## src/rtl/cdrld_pkg.sv

```systemverilog
// cdrld_pkg: constants, register map and types of the cdr lock detector.
// assumes a single 100 MHz system clock; no other dependencies.
package cdrld_pkg;
	// register byte addresses on the axi4-lite slave
	localparam int AXI_AW = 4;
	localparam logic [3:0] ADDR_CTRL_A = 4'h0;
	localparam logic [3:0] ADDR_CTRL_B = 4'h4;
	localparam logic [3:0] ADDR_CTRL_C = 4'h8;
	localparam logic [3:0] ADDR_STATUS = 4'hC;
	localparam logic [7:0] CTRL_A_RST = 8'h00;
	localparam logic [7:0] CTRL_B_RST = 8'h00;
	localparam logic [7:0] CTRL_C_RST = 8'h00;
	localparam logic [1:0] RESP_OKAY = 2'h0;
	localparam logic [1:0] RESP_SLVERR = 2'h2;
	// field positions
	localparam int CA_REF_EN = 0;
	localparam int CA_RATIO_LSB = 2;
	localparam int CA_RANGE_LSB = 6;
	localparam int CB_STICKY_CLR = 6;
	localparam int CB_PIN_STICKY = 7;
	localparam int CC_ABSENT_INV = 2;
	localparam int ST_UNLOCKED = 0;
	localparam int ST_ABSENT = 1;
	localparam int ST_HARMONIC = 2;
	localparam int ST_REF_MODE = 3;
	localparam int ST_STICKY = 4;
	localparam int ST_CODE_LSB = 16;
	// timing
	localparam int CLK_MHZ = 100;
	localparam int ABSENT_SET_NS = 500;
	localparam int ABSENT_CLR_NS = 400;
	localparam int ABSENT_SET_CYC = (ABSENT_SET_NS * CLK_MHZ + 999) / 1000;
	localparam int ABSENT_CLR_CYC = (ABSENT_CLR_NS * CLK_MHZ + 999) / 1000;
	localparam int ABS_W = 7;
	// frequency error limits
	localparam int PPM_FULL = 1000000;
	localparam int LOSE_PPM = 1000;
	localparam int LOCK_PPM = 250;
	// oscillator model and measurement
	localparam int NCO_W = 20;
	localparam int CODE_W = 16;
	localparam int CNT_W = 24;
	localparam logic [15:0] OSC_MIN_CODE = 16'h0100;
	localparam logic [15:0] OSC_MAX_CODE = 16'hFFFF;
	localparam logic [15:0] STEP_MAX = 16'h1000;
	localparam int DENS_SHIFT = 1;
	localparam int MEAS_CYC_DEF = 65536;
	localparam int HARM_EXP = 16;
	localparam int HARM_TICKS_DEF = 2 ** (HARM_EXP + DENS_SHIFT);
	localparam int HARM_CNT_W = 18;
	typedef enum logic [0:0] {CDRLD_ACQ, CDRLD_LOCK} cdrld_state_t;
endpackage

```

## src/rtl/cdrld_reg_if.sv

```systemverilog
// cdrld_reg_if: control fields and status between register slave and core.
// assumes both ends run on the same clock and reset.
`timescale 1ns/1ps
interface cdrld_reg_if;
	logic [7:0] ctrl_a;
	logic [7:0] ctrl_b;
	logic [7:0] ctrl_c;
	logic sticky_clr;
	logic [31:0] status;
	modport regs (output ctrl_a, output ctrl_b, output ctrl_c, output sticky_clr, input status);
	modport core (input ctrl_a, input ctrl_b, input ctrl_c, input sticky_clr, output status);
endinterface

```

## src/rtl/cdrld_freq_meter.sv

```systemverilog
// cdrld_freq_meter: counts oscillator and target events over a fixed window.
// assumes one-cycle tick inputs on the system clock.
`timescale 1ns/1ps
module cdrld_freq_meter import cdrld_pkg::*; #(
	parameter int MEAS_CYC = MEAS_CYC_DEF
) (
	// clock and reset
	input wire logic clk,
	input wire logic rst_n,
	// events
	input wire logic osc_tick,
	input wire logic data_edge,
	input wire logic ref_rise,
	input wire logic ref_mode,
	input wire logic [1:0] range,
	input wire logic [3:0] ratio,
	// results
	output logic done,
	output logic [CNT_W-1:0] osc_cnt,
	output logic [CNT_W-1:0] tgt_cnt
);
	logic [CNT_W-1:0] win;
	logic [CNT_W-1:0] osc_acc;
	logic [CNT_W-1:0] tgt_acc;
	logic [31:0] ref_scaled;
	logic tgt_tick;
	logic win_end;

	assign tgt_tick = ref_mode ? ref_rise : data_edge;
	assign win_end = (win == CNT_W'(MEAS_CYC - 1));
	// data rate / 2^ratio = reference / 2^range; counts beyond 32 bits wrap
	assign ref_scaled = ({8'h00, tgt_acc} << ratio) >> range;

	always_ff @(posedge clk or negedge rst_n) begin
		if (!rst_n) begin
			win <= '0;
			osc_acc <= '0;
			tgt_acc <= '0;
			osc_cnt <= '0;
			tgt_cnt <= '0;
			done <= 1'b0;
		end else if (win_end) begin
			win <= '0;
			osc_acc <= CNT_W'(osc_tick);
			tgt_acc <= CNT_W'(tgt_tick);
			osc_cnt <= osc_acc;
			// transitions to bits assumes half transition density
			tgt_cnt <= ref_mode ? ref_scaled[CNT_W-1:0] : (tgt_acc << DENS_SHIFT);
			done <= 1'b1;
		end else begin
			win <= win + 1'b1;
			osc_acc <= osc_acc + CNT_W'(osc_tick);
			tgt_acc <= tgt_acc + CNT_W'(tgt_tick);
			done <= 1'b0;
		end
	end
endmodule

```

## src/rtl/cdrld_axil_regs.sv

```systemverilog
// cdrld_axil_regs: axi4-lite slave holding the three control registers.
// assumes the core drives status through the interface; one clock.
`timescale 1ns/1ps
module cdrld_axil_regs import cdrld_pkg::*; (
	// clock and reset
	input wire logic clk,
	input wire logic rst_n,
	// write channels
	input wire logic [AXI_AW-1:0] s_axi_awaddr,
	input wire logic s_axi_awvalid,
	output logic s_axi_awready,
	input wire logic [31:0] s_axi_wdata,
	input wire logic [3:0] s_axi_wstrb,
	input wire logic s_axi_wvalid,
	output logic s_axi_wready,
	output logic [1:0] s_axi_bresp,
	output logic s_axi_bvalid,
	input wire logic s_axi_bready,
	// read channels
	input wire logic [AXI_AW-1:0] s_axi_araddr,
	input wire logic s_axi_arvalid,
	output logic s_axi_arready,
	output logic [31:0] s_axi_rdata,
	output logic [1:0] s_axi_rresp,
	output logic s_axi_rvalid,
	input wire logic s_axi_rready,
	// core side
	cdrld_reg_if.regs rif
);
	logic aw_held;
	logic w_held;
	logic [AXI_AW-1:0] aw_addr;
	logic [31:0] w_data;
	logic [3:0] w_strb;
	logic do_write;

	function automatic logic is_mapped(input logic [AXI_AW-1:0] a);
		return a == ADDR_CTRL_A || a == ADDR_CTRL_B || a == ADDR_CTRL_C || a == ADDR_STATUS;
	endfunction

	assign s_axi_awready = !aw_held && !s_axi_bvalid;
	assign s_axi_wready = !w_held && !s_axi_bvalid;
	assign s_axi_arready = !s_axi_rvalid;
	assign do_write = aw_held && w_held && !s_axi_bvalid;

	always_ff @(posedge clk or negedge rst_n) begin
		if (!rst_n) begin
			aw_held <= 1'b0;
			w_held <= 1'b0;
			aw_addr <= '0;
			w_data <= '0;
			w_strb <= '0;
		end else begin
			if (s_axi_awvalid && s_axi_awready) begin
				aw_held <= 1'b1;
				aw_addr <= s_axi_awaddr;
			end else if (do_write) begin
				aw_held <= 1'b0;
			end
			if (s_axi_wvalid && s_axi_wready) begin
				w_held <= 1'b1;
				w_data <= s_axi_wdata;
				w_strb <= s_axi_wstrb;
			end else if (do_write) begin
				w_held <= 1'b0;
			end
		end
	end

	always_ff @(posedge clk or negedge rst_n) begin
		if (!rst_n) begin
			s_axi_bvalid <= 1'b0;
			s_axi_bresp <= RESP_OKAY;
		end else if (do_write) begin
			s_axi_bvalid <= 1'b1;
			s_axi_bresp <= is_mapped(aw_addr) ? RESP_OKAY : RESP_SLVERR;
		end else if (s_axi_bready) begin
			s_axi_bvalid <= 1'b0;
		end
	end

	always_ff @(posedge clk or negedge rst_n) begin
		if (!rst_n) begin
			rif.ctrl_a <= CTRL_A_RST;
			rif.ctrl_b <= CTRL_B_RST;
			rif.ctrl_c <= CTRL_C_RST;
			rif.sticky_clr <= 1'b0;
		end else begin
			// clear fires on the one-then-zero sequence of the clear bit
			rif.sticky_clr <= do_write && w_strb[0] && aw_addr == ADDR_CTRL_B &&
				rif.ctrl_b[CB_STICKY_CLR] && !w_data[CB_STICKY_CLR];
			if (do_write && w_strb[0]) begin
				if (aw_addr == ADDR_CTRL_A) rif.ctrl_a <= w_data[7:0];
				if (aw_addr == ADDR_CTRL_B) rif.ctrl_b <= w_data[7:0];
				if (aw_addr == ADDR_CTRL_C) rif.ctrl_c <= w_data[7:0];
			end
		end
	end

	always_ff @(posedge clk or negedge rst_n) begin
		if (!rst_n) begin
			s_axi_rvalid <= 1'b0;
			s_axi_rdata <= '0;
			s_axi_rresp <= RESP_OKAY;
		end else if (s_axi_arvalid && s_axi_arready) begin
			s_axi_rvalid <= 1'b1;
			s_axi_rresp <= is_mapped(s_axi_araddr) ? RESP_OKAY : RESP_SLVERR;
			case (s_axi_araddr)
				ADDR_CTRL_A: s_axi_rdata <= {24'h000000, rif.ctrl_a};
				ADDR_CTRL_B: s_axi_rdata <= {24'h000000, rif.ctrl_b};
				ADDR_CTRL_C: s_axi_rdata <= {24'h000000, rif.ctrl_c};
				ADDR_STATUS: s_axi_rdata <= rif.status;
				default: s_axi_rdata <= 32'h00000000;
			endcase
		end else if (s_axi_rready) begin
			s_axi_rvalid <= 1'b0;
		end
	end
endmodule

```

## src/rtl/cdrld_top.sv

```systemverilog
// cdrld_top: lock supervision, frequency acquisition, harmonic and input-absent detection.
// assumes serial data, reference clock and level codes arrive asynchronously.
`timescale 1ns/1ps
module cdrld_top import cdrld_pkg::*; #(
	parameter int MEAS_CYC = MEAS_CYC_DEF,
	parameter int HARM_TICKS = HARM_TICKS_DEF
) (
	// clock and reset
	input wire logic sys_clk,
	input wire logic rst_n,
	// axi4-lite write
	input wire logic [AXI_AW-1:0] s_axi_awaddr,
	input wire logic s_axi_awvalid,
	output logic s_axi_awready,
	input wire logic [31:0] s_axi_wdata,
	input wire logic [3:0] s_axi_wstrb,
	input wire logic s_axi_wvalid,
	output logic s_axi_wready,
	output logic [1:0] s_axi_bresp,
	output logic s_axi_bvalid,
	input wire logic s_axi_bready,
	// axi4-lite read
	input wire logic [AXI_AW-1:0] s_axi_araddr,
	input wire logic s_axi_arvalid,
	output logic s_axi_arready,
	output logic [31:0] s_axi_rdata,
	output logic [1:0] s_axi_rresp,
	output logic s_axi_rvalid,
	input wire logic s_axi_rready,
	// front-end inputs
	input wire logic rx_data,
	input wire logic aux_reference_clock,
	input wire logic [7:0] rx_level,
	input wire logic [7:0] threshold_set_pin,
	input wire logic [7:0] slice_offset_inputs,
	// lock and signal indications
	output logic unlocked_flag,
	output logic input_absent_flag,
	output logic fll_enable,
	output logic pll_track_enable,
	// oscillator and quantizer control
	output logic [CODE_W-1:0] osc_freq_code,
	output logic [7:0] slice_level
);
	localparam int SYNC_W = 26;

	cdrld_reg_if rif();

	logic rst_meta_n;
	logic rst_core_n;
	logic [SYNC_W-1:0] pin_meta;
	logic [SYNC_W-1:0] pin_sync;
	logic data_s;
	logic ref_s;
	logic [7:0] level_s;
	logic [7:0] thr_s;
	logic data_d;
	logic ref_d;
	logic data_edge;
	logic ref_rise;
	logic ref_mode;
	logic [NCO_W-1:0] nco_acc;
	logic [NCO_W:0] nco_sum;
	logic osc_tick;
	logic meas_done;
	logic [CNT_W-1:0] osc_cnt;
	logic [CNT_W-1:0] tgt_cnt;
	logic too_far;
	logic close;
	cdrld_state_t state;
	logic [CODE_W-1:0] step;
	logic harm_hit;
	logic harm_seen;
	logic lock_lost;
	logic sticky;
	logic [1:0] run_len;
	logic saw_single;
	logic [HARM_CNT_W-1:0] harm_cnt;
	logic below;
	logic above;
	logic absent;
	logic [ABS_W-1:0] abs_tmr;

	// true when counts differ by more than ppm of target
	function automatic logic beyond_ppm(input logic [CNT_W-1:0] a, input logic [CNT_W-1:0] b,
		input int ppm);
		logic [CNT_W-1:0] diff;
		logic [CNT_W+20:0] lhs;
		logic [CNT_W+20:0] rhs;
		diff = (a > b) ? a - b : b - a;
		lhs = (CNT_W+21)'(diff) * (CNT_W+21)'(PPM_FULL);
		rhs = (CNT_W+21)'(b) * (CNT_W+21)'(ppm);
		return lhs > rhs;
	endfunction

	// async assert, synchronous release
	always_ff @(posedge sys_clk or negedge rst_n) begin
		if (!rst_n) begin
			rst_meta_n <= 1'b0;
			rst_core_n <= 1'b0;
		end else begin
			rst_meta_n <= 1'b1;
			rst_core_n <= rst_meta_n;
		end
	end

	// level and threshold codes assumed slow against the clock
	always_ff @(posedge sys_clk or negedge rst_core_n) begin
		if (!rst_core_n) begin
			pin_meta <= '0;
			pin_sync <= '0;
		end else begin
			pin_meta <= {rx_data, aux_reference_clock, rx_level, threshold_set_pin,
				slice_offset_inputs};
			pin_sync <= pin_meta;
		end
	end
	assign data_s = pin_sync[25];
	assign ref_s = pin_sync[24];
	assign level_s = pin_sync[23:16];
	assign thr_s = pin_sync[15:8];

	always_ff @(posedge sys_clk or negedge rst_core_n) begin
		if (!rst_core_n) begin
			data_d <= 1'b0;
			ref_d <= 1'b0;
			slice_level <= '0;
		end else begin
			data_d <= data_s;
			ref_d <= ref_s;
			slice_level <= pin_sync[7:0];
		end
	end
	assign data_edge = data_s ^ data_d;
	assign ref_rise = ref_s & ~ref_d;
	assign ref_mode = rif.ctrl_a[CA_REF_EN];

	// oscillator model: one tick per recovered bit period
	assign nco_sum = {1'b0, nco_acc} + (NCO_W+1)'(osc_freq_code);
	always_ff @(posedge sys_clk or negedge rst_core_n) begin
		if (!rst_core_n) begin
			nco_acc <= '0;
			osc_tick <= 1'b0;
		end else begin
			nco_acc <= nco_sum[NCO_W-1:0];
			osc_tick <= nco_sum[NCO_W];
		end
	end

	// range and ratio reset to zero, the lowest range
	cdrld_freq_meter #(.MEAS_CYC(MEAS_CYC)) u_meter (
		.clk(sys_clk),
		.rst_n(rst_core_n),
		.osc_tick(osc_tick),
		.data_edge(data_edge),
		.ref_rise(ref_rise),
		.ref_mode(ref_mode),
		.range(rif.ctrl_a[CA_RANGE_LSB +: 2]),
		.ratio(rif.ctrl_a[CA_RATIO_LSB +: 4]),
		.done(meas_done),
		.osc_cnt(osc_cnt),
		.tgt_cnt(tgt_cnt)
	);

	assign too_far = beyond_ppm(osc_cnt, tgt_cnt, LOSE_PPM);
	assign close = !beyond_ppm(osc_cnt, tgt_cnt, LOCK_PPM);
	assign lock_lost = state == CDRLD_LOCK && ((meas_done && too_far) || harm_hit);

	// acquisition sequencer; no reference needed in normal mode
	always_ff @(posedge sys_clk or negedge rst_core_n) begin
		if (!rst_core_n) begin
			state <= CDRLD_ACQ;
			osc_freq_code <= OSC_MIN_CODE;
			step <= STEP_MAX;
		end else begin
			case (state)
				CDRLD_LOCK: begin
					if (lock_lost) begin
						state <= CDRLD_ACQ;
						step <= STEP_MAX;
						if (!ref_mode) osc_freq_code <= OSC_MIN_CODE;
					end
				end
				CDRLD_ACQ: begin
					if (meas_done) begin
						if (close) begin
							state <= CDRLD_LOCK;
						end else if (osc_cnt < tgt_cnt) begin
							osc_freq_code <= (osc_freq_code > OSC_MAX_CODE - step) ?
								OSC_MAX_CODE : osc_freq_code + step;
						end else begin
							osc_freq_code <= (osc_freq_code < OSC_MIN_CODE + step) ?
								OSC_MIN_CODE : osc_freq_code - step;
							if (step > CODE_W'(1)) step <= step >> 1;
						end
					end
				end
				default: state <= CDRLD_ACQ;
			endcase
		end
	end

	// lower harmonic: no single-bit run seen within the window
	always_ff @(posedge sys_clk or negedge rst_core_n) begin
		if (!rst_core_n) begin
			run_len <= '0;
			saw_single <= 1'b0;
			harm_cnt <= '0;
			harm_hit <= 1'b0;
		end else if (state != CDRLD_LOCK || ref_mode) begin
			run_len <= '0;
			saw_single <= 1'b0;
			harm_cnt <= '0;
			harm_hit <= 1'b0;
		end else begin
			if (data_edge) begin
				if (run_len < 2'd2) saw_single <= 1'b1;
				run_len <= '0;
			end else if (osc_tick && run_len != 2'd3) begin
				run_len <= run_len + 1'b1;
			end
			harm_hit <= 1'b0;
			if (osc_tick) begin
				if (harm_cnt == HARM_CNT_W'(HARM_TICKS - 1)) begin
					harm_cnt <= '0;
					saw_single <= 1'b0;
					harm_hit <= !saw_single;
				end else begin
					harm_cnt <= harm_cnt + 1'b1;
				end
			end
		end
	end

	// sticky loss bit: a loss in the clearing cycle wins
	always_ff @(posedge sys_clk or negedge rst_core_n) begin
		if (!rst_core_n) begin
			sticky <= 1'b0;
			harm_seen <= 1'b0;
		end else begin
			if (lock_lost) sticky <= 1'b1;
			else if (rif.sticky_clr) sticky <= 1'b0;
			if (harm_hit) harm_seen <= 1'b1;
			else if (rif.sticky_clr) harm_seen <= 1'b0;
		end
	end

	always_ff @(posedge sys_clk or negedge rst_core_n) begin
		if (!rst_core_n) begin
			unlocked_flag <= 1'b1;
			fll_enable <= 1'b1;
			pll_track_enable <= 1'b0;
		end else begin
			unlocked_flag <= rif.ctrl_b[CB_PIN_STICKY] ? sticky : (state == CDRLD_ACQ);
			fll_enable <= state == CDRLD_ACQ;
			pll_track_enable <= state == CDRLD_LOCK;
		end
	end

	// input absent: level only, slice offset never enters here
	assign below = level_s < thr_s;
	assign above = {1'b0, level_s} >= {thr_s, 1'b0};
	always_ff @(posedge sys_clk or negedge rst_core_n) begin
		if (!rst_core_n) begin
			absent <= 1'b0;
			abs_tmr <= '0;
		end else if (absent ? above : below) begin
			if (abs_tmr == ABS_W'((absent ? ABSENT_CLR_CYC : ABSENT_SET_CYC) - 1)) begin
				absent <= ~absent;
				abs_tmr <= '0;
			end else begin
				abs_tmr <= abs_tmr + 1'b1;
			end
		end else begin
			abs_tmr <= '0;
		end
	end

	always_ff @(posedge sys_clk or negedge rst_core_n) begin
		if (!rst_core_n) input_absent_flag <= 1'b0;
		else input_absent_flag <= absent ^ rif.ctrl_c[CC_ABSENT_INV];
	end

	always_comb begin
		rif.status = '0;
		rif.status[ST_UNLOCKED] = state == CDRLD_ACQ;
		rif.status[ST_ABSENT] = absent;
		rif.status[ST_HARMONIC] = harm_seen;
		rif.status[ST_REF_MODE] = ref_mode;
		rif.status[ST_STICKY] = sticky;
		rif.status[ST_CODE_LSB +: CODE_W] = osc_freq_code;
	end

	cdrld_axil_regs u_regs (
		.clk(sys_clk),
		.rst_n(rst_core_n),
		.s_axi_awaddr(s_axi_awaddr),
		.s_axi_awvalid(s_axi_awvalid),
		.s_axi_awready(s_axi_awready),
		.s_axi_wdata(s_axi_wdata),
		.s_axi_wstrb(s_axi_wstrb),
		.s_axi_wvalid(s_axi_wvalid),
		.s_axi_wready(s_axi_wready),
		.s_axi_bresp(s_axi_bresp),
		.s_axi_bvalid(s_axi_bvalid),
		.s_axi_bready(s_axi_bready),
		.s_axi_araddr(s_axi_araddr),
		.s_axi_arvalid(s_axi_arvalid),
		.s_axi_arready(s_axi_arready),
		.s_axi_rdata(s_axi_rdata),
		.s_axi_rresp(s_axi_rresp),
		.s_axi_rvalid(s_axi_rvalid),
		.s_axi_rready(s_axi_rready),
		.rif(rif)
	);

	a_lose_to_acq: assert property (@(posedge sys_clk) disable iff (!rst_core_n)
		state == CDRLD_LOCK && meas_done && too_far |=> state == CDRLD_ACQ ##1 fll_enable)
		else $error("lock loss did not restart acquisition");
	a_restart_bottom: assert property (@(posedge sys_clk) disable iff (!rst_core_n)
		lock_lost && !ref_mode |=> osc_freq_code == OSC_MIN_CODE)
		else $error("normal acquisition did not start at bottom");
	a_ref_keeps_code: assert property (@(posedge sys_clk) disable iff (!rst_core_n)
		lock_lost && ref_mode |=> osc_freq_code == $past(osc_freq_code))
		else $error("reference relock swept the oscillator");
	a_step_halves: assert property (@(posedge sys_clk) disable iff (!rst_core_n)
		state == CDRLD_ACQ && meas_done && !close && osc_cnt >= tgt_cnt && step > 16'h0001
		|=> step == ($past(step) >> 1))
		else $error("step did not shrink on overshoot");
	a_lock_when_close: assert property (@(posedge sys_clk) disable iff (!rst_core_n)
		$rose(state == CDRLD_LOCK) |-> $past(meas_done && close))
		else $error("lock declared outside the clear limit");
	a_loop_handover: assert property (@(posedge sys_clk) disable iff (!rst_core_n)
		state == CDRLD_LOCK |=> pll_track_enable && !fll_enable)
		else $error("frequency loop not handed over on lock");
	a_sticky_holds: assert property (@(posedge sys_clk) disable iff (!rst_core_n)
		sticky && !rif.sticky_clr |=> sticky)
		else $error("sticky loss bit dropped without a clear");
	a_pin_mirror: assert property (@(posedge sys_clk) disable iff (!rst_core_n)
		rif.ctrl_b[CB_PIN_STICKY] |=> unlocked_flag == $past(sticky))
		else $error("unlocked pin does not mirror sticky bit");
	a_harm_off_ref: assert property (@(posedge sys_clk) disable iff (!rst_core_n)
		ref_mode |=> !harm_hit)
		else $error("harmonic detector active in reference mode");
	a_absent_delay: assert property (@(posedge sys_clk) disable iff (!rst_core_n)
		$rose(absent) |-> $past(abs_tmr) == ABS_W'(ABSENT_SET_CYC - 1) && $past(below))
		else $error("input absent asserted without full delay");
	a_absent_hyst: assert property (@(posedge sys_clk) disable iff (!rst_core_n)
		absent && !above |=> absent)
		else $error("input absent released below twice threshold");
endmodule

```

## config.mk

```make
export PLATFORM = sky130hd
export DESIGN_NAME = cdrld_top
export DESIGN_NICKNAME = d
export VERILOG_FILES = /design/src/rtl/cdrld_pkg.sv /design/src/rtl/cdrld_reg_if.sv /design/src/rtl/cdrld_freq_meter.sv /design/src/rtl/cdrld_axil_regs.sv /design/src/rtl/cdrld_top.sv
export SDC_FILE = /design/constraint.sdc
export NUM_CORES = 1
export LEC_CHECK = 0
export ABC_CLOCK_PERIOD_IN_PS = 19800
export BUFFER_PORTS_ARGS = -buffer_cell sky130_fd_sc_hd__buf_2
export CORE_MARGIN = 2
export CORE_UTILIZATION = 60
export DETAILED_ROUTE_END_ITERATION = 8
export PLACE_DENSITY = 0.78
export SYNTH_ARGS = -nofsm -noshare
export SYNTH_HDL_FRONTEND = slang
export SYNTH_SLANG_ARGS = --single-unit
```

## constraint.sdc

```tcl
create_clock -name sys_clk -period 19.8 [get_ports sys_clk]
set_input_delay 1.98 -clock sys_clk [delete_from_list [all_inputs] [get_ports sys_clk]]
set_output_delay 1.98 -clock sys_clk [all_outputs]
set_load 0.1 [all_outputs]
```

# Word-level counts from Yosys, hierarchy flattened

Cells that the tools add are included.

Bits in registers: 353
Bits of input ports: 77
Output and inout bits: 69

Add/sub/neg operators: 14
Multipliers: 3
Magnitude comparators: 10
Equal/unequal tests: 16
Shifts and indexed selects: 2
Multiplexer cells: 57
Bitwise logic cells: 6
Reduce and logical (&&, ||, !) cells: 44

Operators with widths:

| operator                                             | count |
|---|---|
| 2-to-1 mux 16 bit                                    | 12 |
| case mux 32 bit (4 select lines)                     | 1 |
| 2-to-1 mux 24 bit                                    | 5 |
| case mux 16 bit (2 select lines)                     | 2 |
| multiplier 24 x 7 -> 31 bit (second input constant)  | 2 |
| 2-to-1 mux 18 bit                                    | 3 |
| adder 24 x 1 -> 24 bit                               | 2 |
| subtractor 24 bit                                    | 2 |
| greater-than comparator 44 x 32 -> 1 bit             | 1 |
| greater-than comparator 44 x 34 -> 1 bit             | 1 |
| multiplier 24 x 14 -> 38 bit (second input constant) | 1 |
| << shifter 24 x 4 -> 32 bit                          | 1 |
| >> shifter 32 x 2 -> 24 bit                          | 1 |
| 2-to-1 mux 1 bit                                     | 25 |
| adder 24 x 1 -> 24 bit (second input constant)       | 1 |
| == test 24 x 16 -> 1 bit (second input constant)     | 1 |
| greater-than comparator 24 bit                       | 1 |
| less-than comparator 24 bit                          | 1 |
| adder 20 x 16 -> 21 bit                              | 1 |
| adder 18 x 1 -> 18 bit (second input constant)       | 1 |
| == test 18 x 17 -> 1 bit (second input constant)     | 1 |
| adder 16 bit                                         | 1 |
| adder 9 x 16 -> 16 bit (first input constant)        | 1 |
| == test 4 bit (second input constant)                | 4 |
| other kinds (31)                                     | 80 |

# Longest topological paths before layout

Gate-level depths: netlist (run 1).

Depth after elaboration: 9
Mapped depth: 48
Depth with buffers taken out: 45

# Hierarchy

A second synthesis (run 1) with hierarchy kept.

Cell total of the unflattened synthesis: 3,194
Area, all modules: 31,311.3 µm²

Modules (own cells, without submodules):

| module           | times used | cells an instance | area each (µm²) | seq. area each (µm²) |
|---|---|---|---|---|
| cdrld_top        | 1          | 2,178             | 20,706.1        | 3,783.6 |
| cdrld_freq_meter | 1          | 800               | 7,500.9         | 3,027.9 |
| cdrld_axil_regs  | 1          | 216               | 3,104.2         | 1,901.8 |

# Worst setup path before layout (run 1)

No wires, ideal clock.

Kind: register -> register
Start point: register u_meter.tgt_cnt[1]
End point: register osc_freq_code[3]
Arrival: 10,445 ps
Required time: 19,675 ps
Setup slack: 9,230 ps
Cell stages (with the launch flop): 45
Path buffers: 3
Cell sequence: dfrtp_1 inv_1 fa_1 a21o_1 a21o_1 a21o_1 a21oi_1 o32ai_1 a21o_1 o21ai_2 clkbuf_1 buf_1 nor2_1 o22ai_1 xor2_1 inv_1 fa_1 inv_1 [9 not listed] ha_1 nand2_1 o31a_1 o21ai_0 a21oi_1 nor2_1 nor2_1 xnor2_1 ha_1 and4_1 nand3_1 o32ai_1 a21oi_1 or3_1 o32ai_1 a21oi_2 buf_6 mux2_4

Word-level cells in the longest chain between the ends: 9
Elaborated cells on any way between the ends: 20
Those cells by class: 2 x add/sub; 3 x mul; 4 x order compare; 2 x eq/ne; 5 x mux; 4 x reduce/logical

Ends and longest elaborated chain:

| item                                                                | line                   | text |
|---|---|---|
| from (decl)                                                         | cdrld_freq_meter.sv:20 | `output logic [CNT_W-1:0] tgt_cnt` |
| from (signal assigned)                                              | cdrld_freq_meter.sv:48 | `tgt_cnt <= ref_mode ? ref_scaled[CNT_W-1:0] : (tgt_acc << DENS_SHIFT);` |
| subtractor 24 bit or greater-than comparator 24 bit (tied branches) | cdrld_top.sv:90        | `diff = (a > b) ? a - b : b - a;` |
| 2-to-1 mux 24 bit                                                   | cdrld_top.sv:90        |  |
| multiplier 24 x 14 -> 38 bit                                        | cdrld_top.sv:91        | `lhs = (CNT_W+21)'(diff) * (CNT_W+21)'(PPM_FULL);` |
| greater-than comparator 44 x 34 -> 1 bit                            | cdrld_top.sv:93        | `return lhs > rhs;` |
| logical AND 1 bit                                                   | cdrld_top.sv:167       | `assign lock_lost = state == CDRLD_LOCK && ((meas_done && too_far) \|\| harm_hit);` |
| logical OR 1 bit                                                    | cdrld_top.sv:167       |  |
| logical AND 1 bit                                                   | cdrld_top.sv:167       |  |
| != test 2 x 1 -> 1 bit (no line)                                    | -                      |  |
| AND reduction 4 bit (no line)                                       | -                      |  |
| to (signal assigned)                                                | cdrld_top.sv:189       | `osc_freq_code <= (osc_freq_code > OSC_MAX_CODE - step) ?` |
| to (signal assigned)                                                | cdrld_top.sv:192       | `osc_freq_code <= (osc_freq_code < OSC_MIN_CODE + step) ?` |
| to (decl)                                                           | cdrld_top.sv:42        | `output logic [CODE_W-1:0] osc_freq_code,` |

Several ways; a longest one is shown, not always the timed one. The select of a mux whose other input is x is not followed.
A chain may end at the register's enable or synchronous reset.

# Final worst setup path (run 1)

Start point: register u_meter.tgt_cnt[1]
End point: register step[1]

Word-level cells in the longest chain between the ends: 9
Elaborated cells on any way between the ends: 17
Those cells by class: 2 x add/sub; 3 x mul; 4 x order compare; 3 x eq/ne; 1 x mux; 4 x reduce/logical

Ends and longest elaborated chain:

| item                                                                | line             | text |
|---|---|---|
| subtractor 24 bit or greater-than comparator 24 bit (tied branches) | cdrld_top.sv:90  |  |
| 2-to-1 mux 24 bit                                                   | cdrld_top.sv:90  |  |
| multiplier 24 x 14 -> 38 bit                                        | cdrld_top.sv:91  |  |
| greater-than comparator 44 x 34 -> 1 bit                            | cdrld_top.sv:93  |  |
| logical AND 1 bit                                                   | cdrld_top.sv:167 |  |
| logical OR 1 bit                                                    | cdrld_top.sv:167 |  |
| logical AND 1 bit                                                   | cdrld_top.sv:167 |  |
| != test 2 x 1 -> 1 bit (no line)                                    | -                |  |
| AND reduction 5 bit (no line) *                                     | -                |  |
| to (signal assigned)                                                | cdrld_top.sv:194 | `if (step > CODE_W'(1)) step <= step >> 1;` |
| to (decl)                                                           | cdrld_top.sv:71  | `logic [CODE_W-1:0] step;` |

Every way passes the cells marked *; elsewhere a longest branch is shown, timed or not.

==> impl_metrics.yaml, run 1 <==
run_status:
  outcome: "complete, no violations"
setup_path:
  reg2reg_slack_ps: 7020
  cp-end-kind: "flop"
  cpMostUsedCell: "a21o_1"
  cp_max_fo: 27
  slowest_stage: "xnor2_1"
  worstPathArrival_ps: 13240
  worst-endpoint-required_ps: 20260
  crit_type: "reg2reg"
  reg2regPathDepth: 43
  r2r-end: "step[1]$_DFFE_PN0P_"
  cp-start-kind: "flop"
  slowest_delay_ps: 790
  reg2reg_from: "u_meter.tgt_cnt[1]$_DFFE_PN0P_"
floorplan:
  io_pins: 146
  die_w_um: 229
  start_util_pct: 60.6
  core-area_um2: 50000
  num_rows: 82
  die_y_um: 229
  dieArea_um2: 52300
cells_and_area:
  fin_util_pct: 65.1
  drive_gt1_share_pct: 9.44
  final_nets: 3823
  fillers: 3932
  syn2layout_area_growth_pct: 7.40
routing:
  firstDrtPassIters: 7
  wire_per_inst_um: 18.3
  drcViolationCount: 0
  drt_iter0_markers: 1372
  wl_um: 71400
  ant_nets: 0
  num_vias: 23301
  via_per_inst: 5.98
synth:
  syn_avg_cell_area_um2: 9.58
  post_synth_instance_area_um2: 30300
  ys_warn_count: 0
  synth_top_cell_by_area: "dfrtp_1"
  synthTopCellsByArea: "dfrtp_1 28%, ha_1 15%, fa_1 12%, xnor2_1 3.7%, inv_1 3.7%"
  synth_edf_count: 0
  async_flop_share_pct: 100
  synth_seq_cells: 340
  synth_top_area_share_pct: 27.8
  synth_flop_cell: "dfrtp_1"
  yosys.cell_types.count: 93
  yosysSeqAreaShare_pct: 28.1
  syn-instance-count: 3161
placement:
  pre_cts_slack_ps: 7260
  hpwlAfterDp_um: 55700
  port_buffers: 108
  place.gp.congestion: 0.950
global_routing:
  antenna_found_initial: 0
  grt_use_total_pct: 27.8
  grt_start_max_net_pins: 184
  grt_pass1_vias: 24048
  overflow: 0
  grt_pass1_wl_um: 120000
min_path:
  whs_endpoint: "pin_sync[2]$_DFF_PN0_"
  holdCritStartpoint: "pin_meta[2]$_DFF_PN0_"
  min_path_cells: 0
  hp-class: "reg2reg"
cts:
  cts_made_buffers: 36
  htreeDepth: 2
  root_buffer: "clkbuf_16"
  cts_buffer_depth: 3
  post_cts_buffers: 0
  clkLatencyLatePin_ps: 530
  path_clk_slew_ps: 70
  cts_hold_buf: 0
  ctsResizeCount: 0
  cts_tree: "built"
  cts.sinks: 340
power_and_ir_drop:
  power.density_nw_per_um2: 60.3
  ir_worst_vdd_uv: 180
  power.leakage_nw: 16.9
timing:
  fin_skew_ps: 20.9
  max_freq_ghz: 0.0783
  setup_ws_ps: 7020
  finalSetupViolations: 0
  final_hold_viol_count: 0
  min_period_over_period_pct: 64.5
  min_period_ps: 12780
  hold-worst-slack_ps: 343
  tns_ps: 0
  slew_headroom_pct: 13.9
  tightest_slew_ps: 1280
  rsz0062_at_grt: "false"
  final_max_slew_viol_count: 0
run:
  max-cap-violations: 0
## sequential cells by signal, summed over array words and instances, names as in the netlist, 13 cells and up
signal and count:
harm_cnt 18, nco_acc 20, osc_freq_code 16, pin_meta 26, pin_sync 26, step 13, u_meter.osc_acc 24, u_meter.osc_cnt 24
u_meter.tgt_acc 24, u_meter.tgt_cnt 24, u_meter.win 24, u_regs.s_axi_rdata 24
## logic make-up (layout without fill, tap and decap cells)
logic type      after synthesis  in the layout  synth area share, %
compound gates              699            699                 15.1
xor+xnor                    208            208                 6.04
fa+ha+maj                   553            553                 27.3
buf+inv                     437            489                 5.80
flops                       340            340                 28.1
mux                         150            150                 5.69
other cells                   2             12               0.0248
simple gates                772            772                 12.0
## stage by stage
| step | area, µm² | power, mW | instances |
|---|---|---|---|
| after floorplan | 30300 | 1.16 | 3170 |
| after global placement | 31200 | 1.22 | 3831 |
| after detailed placement | 31200 | 1.24 | 3831 |
| after CTS | 32500 | 1.97 | 3894 |
| after global routing | 32500 | 2.05 | 3894 |
| final | 32500 | 1.96 | 3895 |
## worst max-delay path, delay by kind of cell (launching register included)
kind / cells / cell delay [ps]
buf+inv: 8 / 1120
xor+xnor: 2 / 1130
fa+ha+maj: 9 / 3860
mux: 1 / 390
compound gates: 16 / 3500
simple gates: 7 / 2080
flops: 1 / 560
## metal layers
layer  share of wire (%)  routed length (µm)  vias to the layer above  track usage [%]
li1                    -                   -                    11033                -
met1                  45               32200                    11468             38.2
met2                  47               33800                      675             46.8
met3                 5.0                3550                      125             2.98
met4                 2.6                1880                        0             7.88
met5                   0                   0                        -                0
## report_power, final
group	internal [mW]	switching, mW	leakage (nW)	total, mW
sequential	0.748	0.0600	4.50	0.808
clock	0.451	0.278	0.636	0.730
combinational	0.155	0.269	11.7	0.424
## synth_stat cells (59+ instances only)
master / count
a21o_1: 83
a21oi_1: 190
clkbuf_1: 99
dfrtp_1: 336
fa_1: 180
ha_1: 369
inv_1: 296
mux2_2: 59
mux2i_1: 75
nand2_1: 228
nand3_1: 79
nor2_1: 224
o21ai_0: 161
xnor2_1: 128
xor2_1: 79
## placed cells by master, fill, tap and decap left out, drive strengths merged, types with 32 or more instances in the layout
cell type  instances
ha               369
dfrtp            336
inv              298
nand2            228
nor2             224
a21oi            193
fa               180
o21ai            163
xnor2            129
buf              128
a21o              84
nand3             79
xor2              79
mux2i             75
mux2              66
clkbuf            49
nor3              42
and3              38
a22o              36
o21bai            34
nand4             32
## worst max path at each step
| stage | startpoint | to | slack [ps] | depth (start not counted) |
|---|---|---|---|---|
| 2_1_floorplan | u_meter.tgt_cnt[1]$_DFFE_PN0P_ | osc_freq_code[3]$_DFFE_PN0P_ | 9230 | 44 |
| 4_1_cts | u_meter.tgt_cnt[1]$_DFFE_PN0P_ | step[1]$_DFFE_PN0P_ | 7180 | 43 |
| 3_3_place_gp | u_meter.tgt_cnt[1]$_DFFE_PN0P_ | osc_freq_code[2]$_DFFE_PN0P_ | 7430 | 41 |
| 5_1_grt | u_meter.tgt_cnt[1]$_DFFE_PN0P_ | step[1]$_DFFE_PN0P_ | 6310 | 41 |
| 3_5_place_dp | u_meter.tgt_cnt[1]$_DFFE_PN0P_ | step[1]$_DFFE_PN0P_ | 7260 | 43 |
| 6_report | u_meter.tgt_cnt[1]$_DFFE_PN0P_ | step[1]$_DFFE_PN0P_ | 7020 | 43 |
## cell type report
type	count	area (µm²)	area share, %
inverters	298	1120	3.44
flip-flops and latches	340	8520	26.2
repair buffers	128	703	2.16
clock inverters	14	245	0.754
diodes	1	2.50	0.00769
multi-input cells	2393	20100	61.7
well taps	672	841	2.58
clock buffers	49	1050	3.23
No activity file was read; power rests on OpenSTA's default activity.
==> run 2, diff against run 1 <==
- ABC_CLOCK_PERIOD_IN_PS: 19800 -> 11950
- clock period: 19.8 -> 11.95 ns (I/O delays scaled with it)
==> run 2 against run 1 <==
  * First-iteration DRC count fell by 4.4%
  * Worst hold slack improved by 3.3 ps
  * Design area rose by 0.68%
  * Largest cell class unchanged
  * Clock skew rose by 15 ps
  * Maximum frequency rose by 13%
  * Power rose by 62%
==> impl_metrics.yaml, run 2 (same netlist as run 1, synthesis figures left out) <==
run_status:
  outcome: "complete, no violations"
timing:
  final_hold_viol_count: 0
  min_period_over_period_pct: 94.9
  slew_headroom_pct: 20.0
  min_period_ps: 11340
  fin_skew_ps: 36.1
  tns_ps: 0
  hold-worst-slack_ps: 347
  final_max_slew_viol_count: 0
  setup_ws_ps: 612
  tightest_slew_ps: 1190
  max_freq_ghz: 0.0882
  rsz0062_at_grt: "false"
  finalSetupViolations: 0
min_path:
  hp-class: "reg2reg"
setup_path:
  crit_type: "reg2reg"
  cpMostUsedCell: "inv_1"
  critPathBufInv: 8
  cp-start-kind: "flop"
  cp_max_fo: 12
  cp-end-kind: "flop"
  worst-endpoint-required_ps: 12380
  worstPathArrival_ps: 11760
  critical-path-top-delay-family: "compound AO/OA/AOI/OAI gates"
  slowest_stage: "fa_1"
  slowest_delay_ps: 540
routing:
  via_per_inst: 5.94
  drcViolationCount: 0
  firstDrtPassIters: 5
  wire_per_inst_um: 18.4
  drt_iter0_markers: 1311
  wl_um: 72200
  ant_nets: 0
  num_vias: 23323
cells_and_area:
  mostFrequentLayoutCell: "ha_1"
  ff_latch_area_um2: 8520
  final_nets: 3851
  fillers: 3961
  drive_gt1_share_pct: 10.4
  syn2layout_area_growth_pct: 8.12
  final_cell_mix: "369 x ha_1, 335 x dfrtp_1, 295 x inv_1"
  multi_input_area_um2: 20100
  reg_top3: "pin_meta: 26 flops, pin_sync: 26 flops"
floorplan:
  die_y_um: 229
  start_util_pct: 60.6
  die_w_um: 229
  num_rows: 82
  dieArea_um2: 52300
  io_pins: 146
  core-area_um2: 50000
cts:
  root_buffer: "clkbuf_16"
  path_clk_slew_ps: 70
  post_cts_buffers: 0
  cts_made_buffers: 35
  cts.sinks: 340
  cts_tree: "built"
  clkLatencyLatePin_ps: 550
  cts_buffer_depth: 3
  htreeDepth: 2
global_routing:
  grt_start_max_net_pins: 186
  grt_pass1_wl_um: 120000
  overflow: 0
  antenna_found_initial: 0
  grt_pass1_vias: 24012
  grt_use_total_pct: 27.9
placement:
  place.gp.congestion: 0.987
  pre_cts_slack_ps: 222
  port_buffers: 108
  hpwlAfterDp_um: 56700
power_and_ir_drop:
  power.density_nw_per_um2: 97.3
  power.leakage_nw: 17.0
  ir_worst_vdd_uv: 237
run:
  max-cap-violations: 0
-- run 2: changes by cell type in the layout (fill, tap and decap cells not counted), moves of 2 or more --
cell       before  now
clkbuf_1        3    7
mux2i_2         0    2
mux2i_1        75   73
xnor2_2         1    3
xnor2_1       128  126
clkinv_16       0    2
bufinv_16       6    4
buf_4          19   48
clkbuf_8       10    6
clkinv_2        4    6
-- run 2: per-stage QoR --
step / utilization (%) / power, mW / area [µm²] / cells
3_5_place_dp: 63.0 / 2.05 / 31500 / 3860
6_report: 65.6 / 3.19 / 32800 / 3925
4_1_cts: 65.4 / 3.21 / 32700 / 3924
5_1_grt: 65.6 / 3.34 / 32800 / 3924
2_1_floorplan: - / 1.92 / 30300 / 3170
3_3_place_gp: 63.0 / 2.03 / 31500 / 3860
-- run 2: worst register-to-register path: cells and delay by family, from the launching register on --
kind | cells | cell delay [ps]
AOI/OAI and AO/OA | 17 | 4050
xor gates and xnor gates | 2 | 730
DFF | 1 | 500
muxes | 2 | 720
and+or+nand+nor | 2 | 420
buffers and inverters | 8 | 850
adders and majority gates | 10 | 3970
-- run 2: final timing paths --
kind	start	endpoint	slack, ps	cells after the start
max in group asynchronous	rst_core_n$_DFF_PN0_	u_regs.w_data[2]$_DFFE_PN0P_	9880	1
max reg2reg	u_meter.tgt_cnt[0]$_DFFE_PN0P_	osc_freq_code[9]$_DFFE_PN0P_	610	41
min reg2reg	pin_meta[19]$_DFF_PN0_	pin_sync[19]$_DFF_PN0_	350	0
min in group asynchronous	rst_n	rst_core_n$_DFF_PN0_	420	1
max	u_meter.tgt_cnt[0]$_DFFE_PN0P_	osc_freq_code[9]$_DFFE_PN0P_	610	41
min	pin_meta[19]$_DFF_PN0_	pin_sync[19]$_DFF_PN0_	350	0
-- run 2: area by class of cell --
class                   count  share of cell area, %
well taps                 672                   2.57
repair buffers            157                   2.81
diodes                      1                0.00764
clock inverters            16                  0.779
inverters                 298                   3.42
flip-flops and latches    340                   26.0
clock buffers              48                   3.01
multi-input cells        2393                   61.4
-- run 2: timing repair --
action,in CTS,in global routing
setup endpoints to repair,0,29
endpoints found under the hold margin,0,0
hold buffers,0,0
resized for setup,0,11
-- run 2: power by group --
| part | internal (mW) | leakage [nW] | switching [mW] |
|---|---|---|---|
| Combinational | 0.257 | 11.9 | 0.443 |
| Clock | 0.678 | 0.602 | 0.473 |
| Sequential | 1.24 | 4.50 | 0.0962 |
-- run 2: routing by layer --
metal	wire, µm	vias to the layer above	global-route usage, %	part of all wire [%]
li1	-	11076	-	-
met1	32200	11521	37.6	45
met2	34100	591	46.7	47
met3	3610	135	3.46	5.0
met4	2360	0	9.76	3.3
met5	0	-	0	0
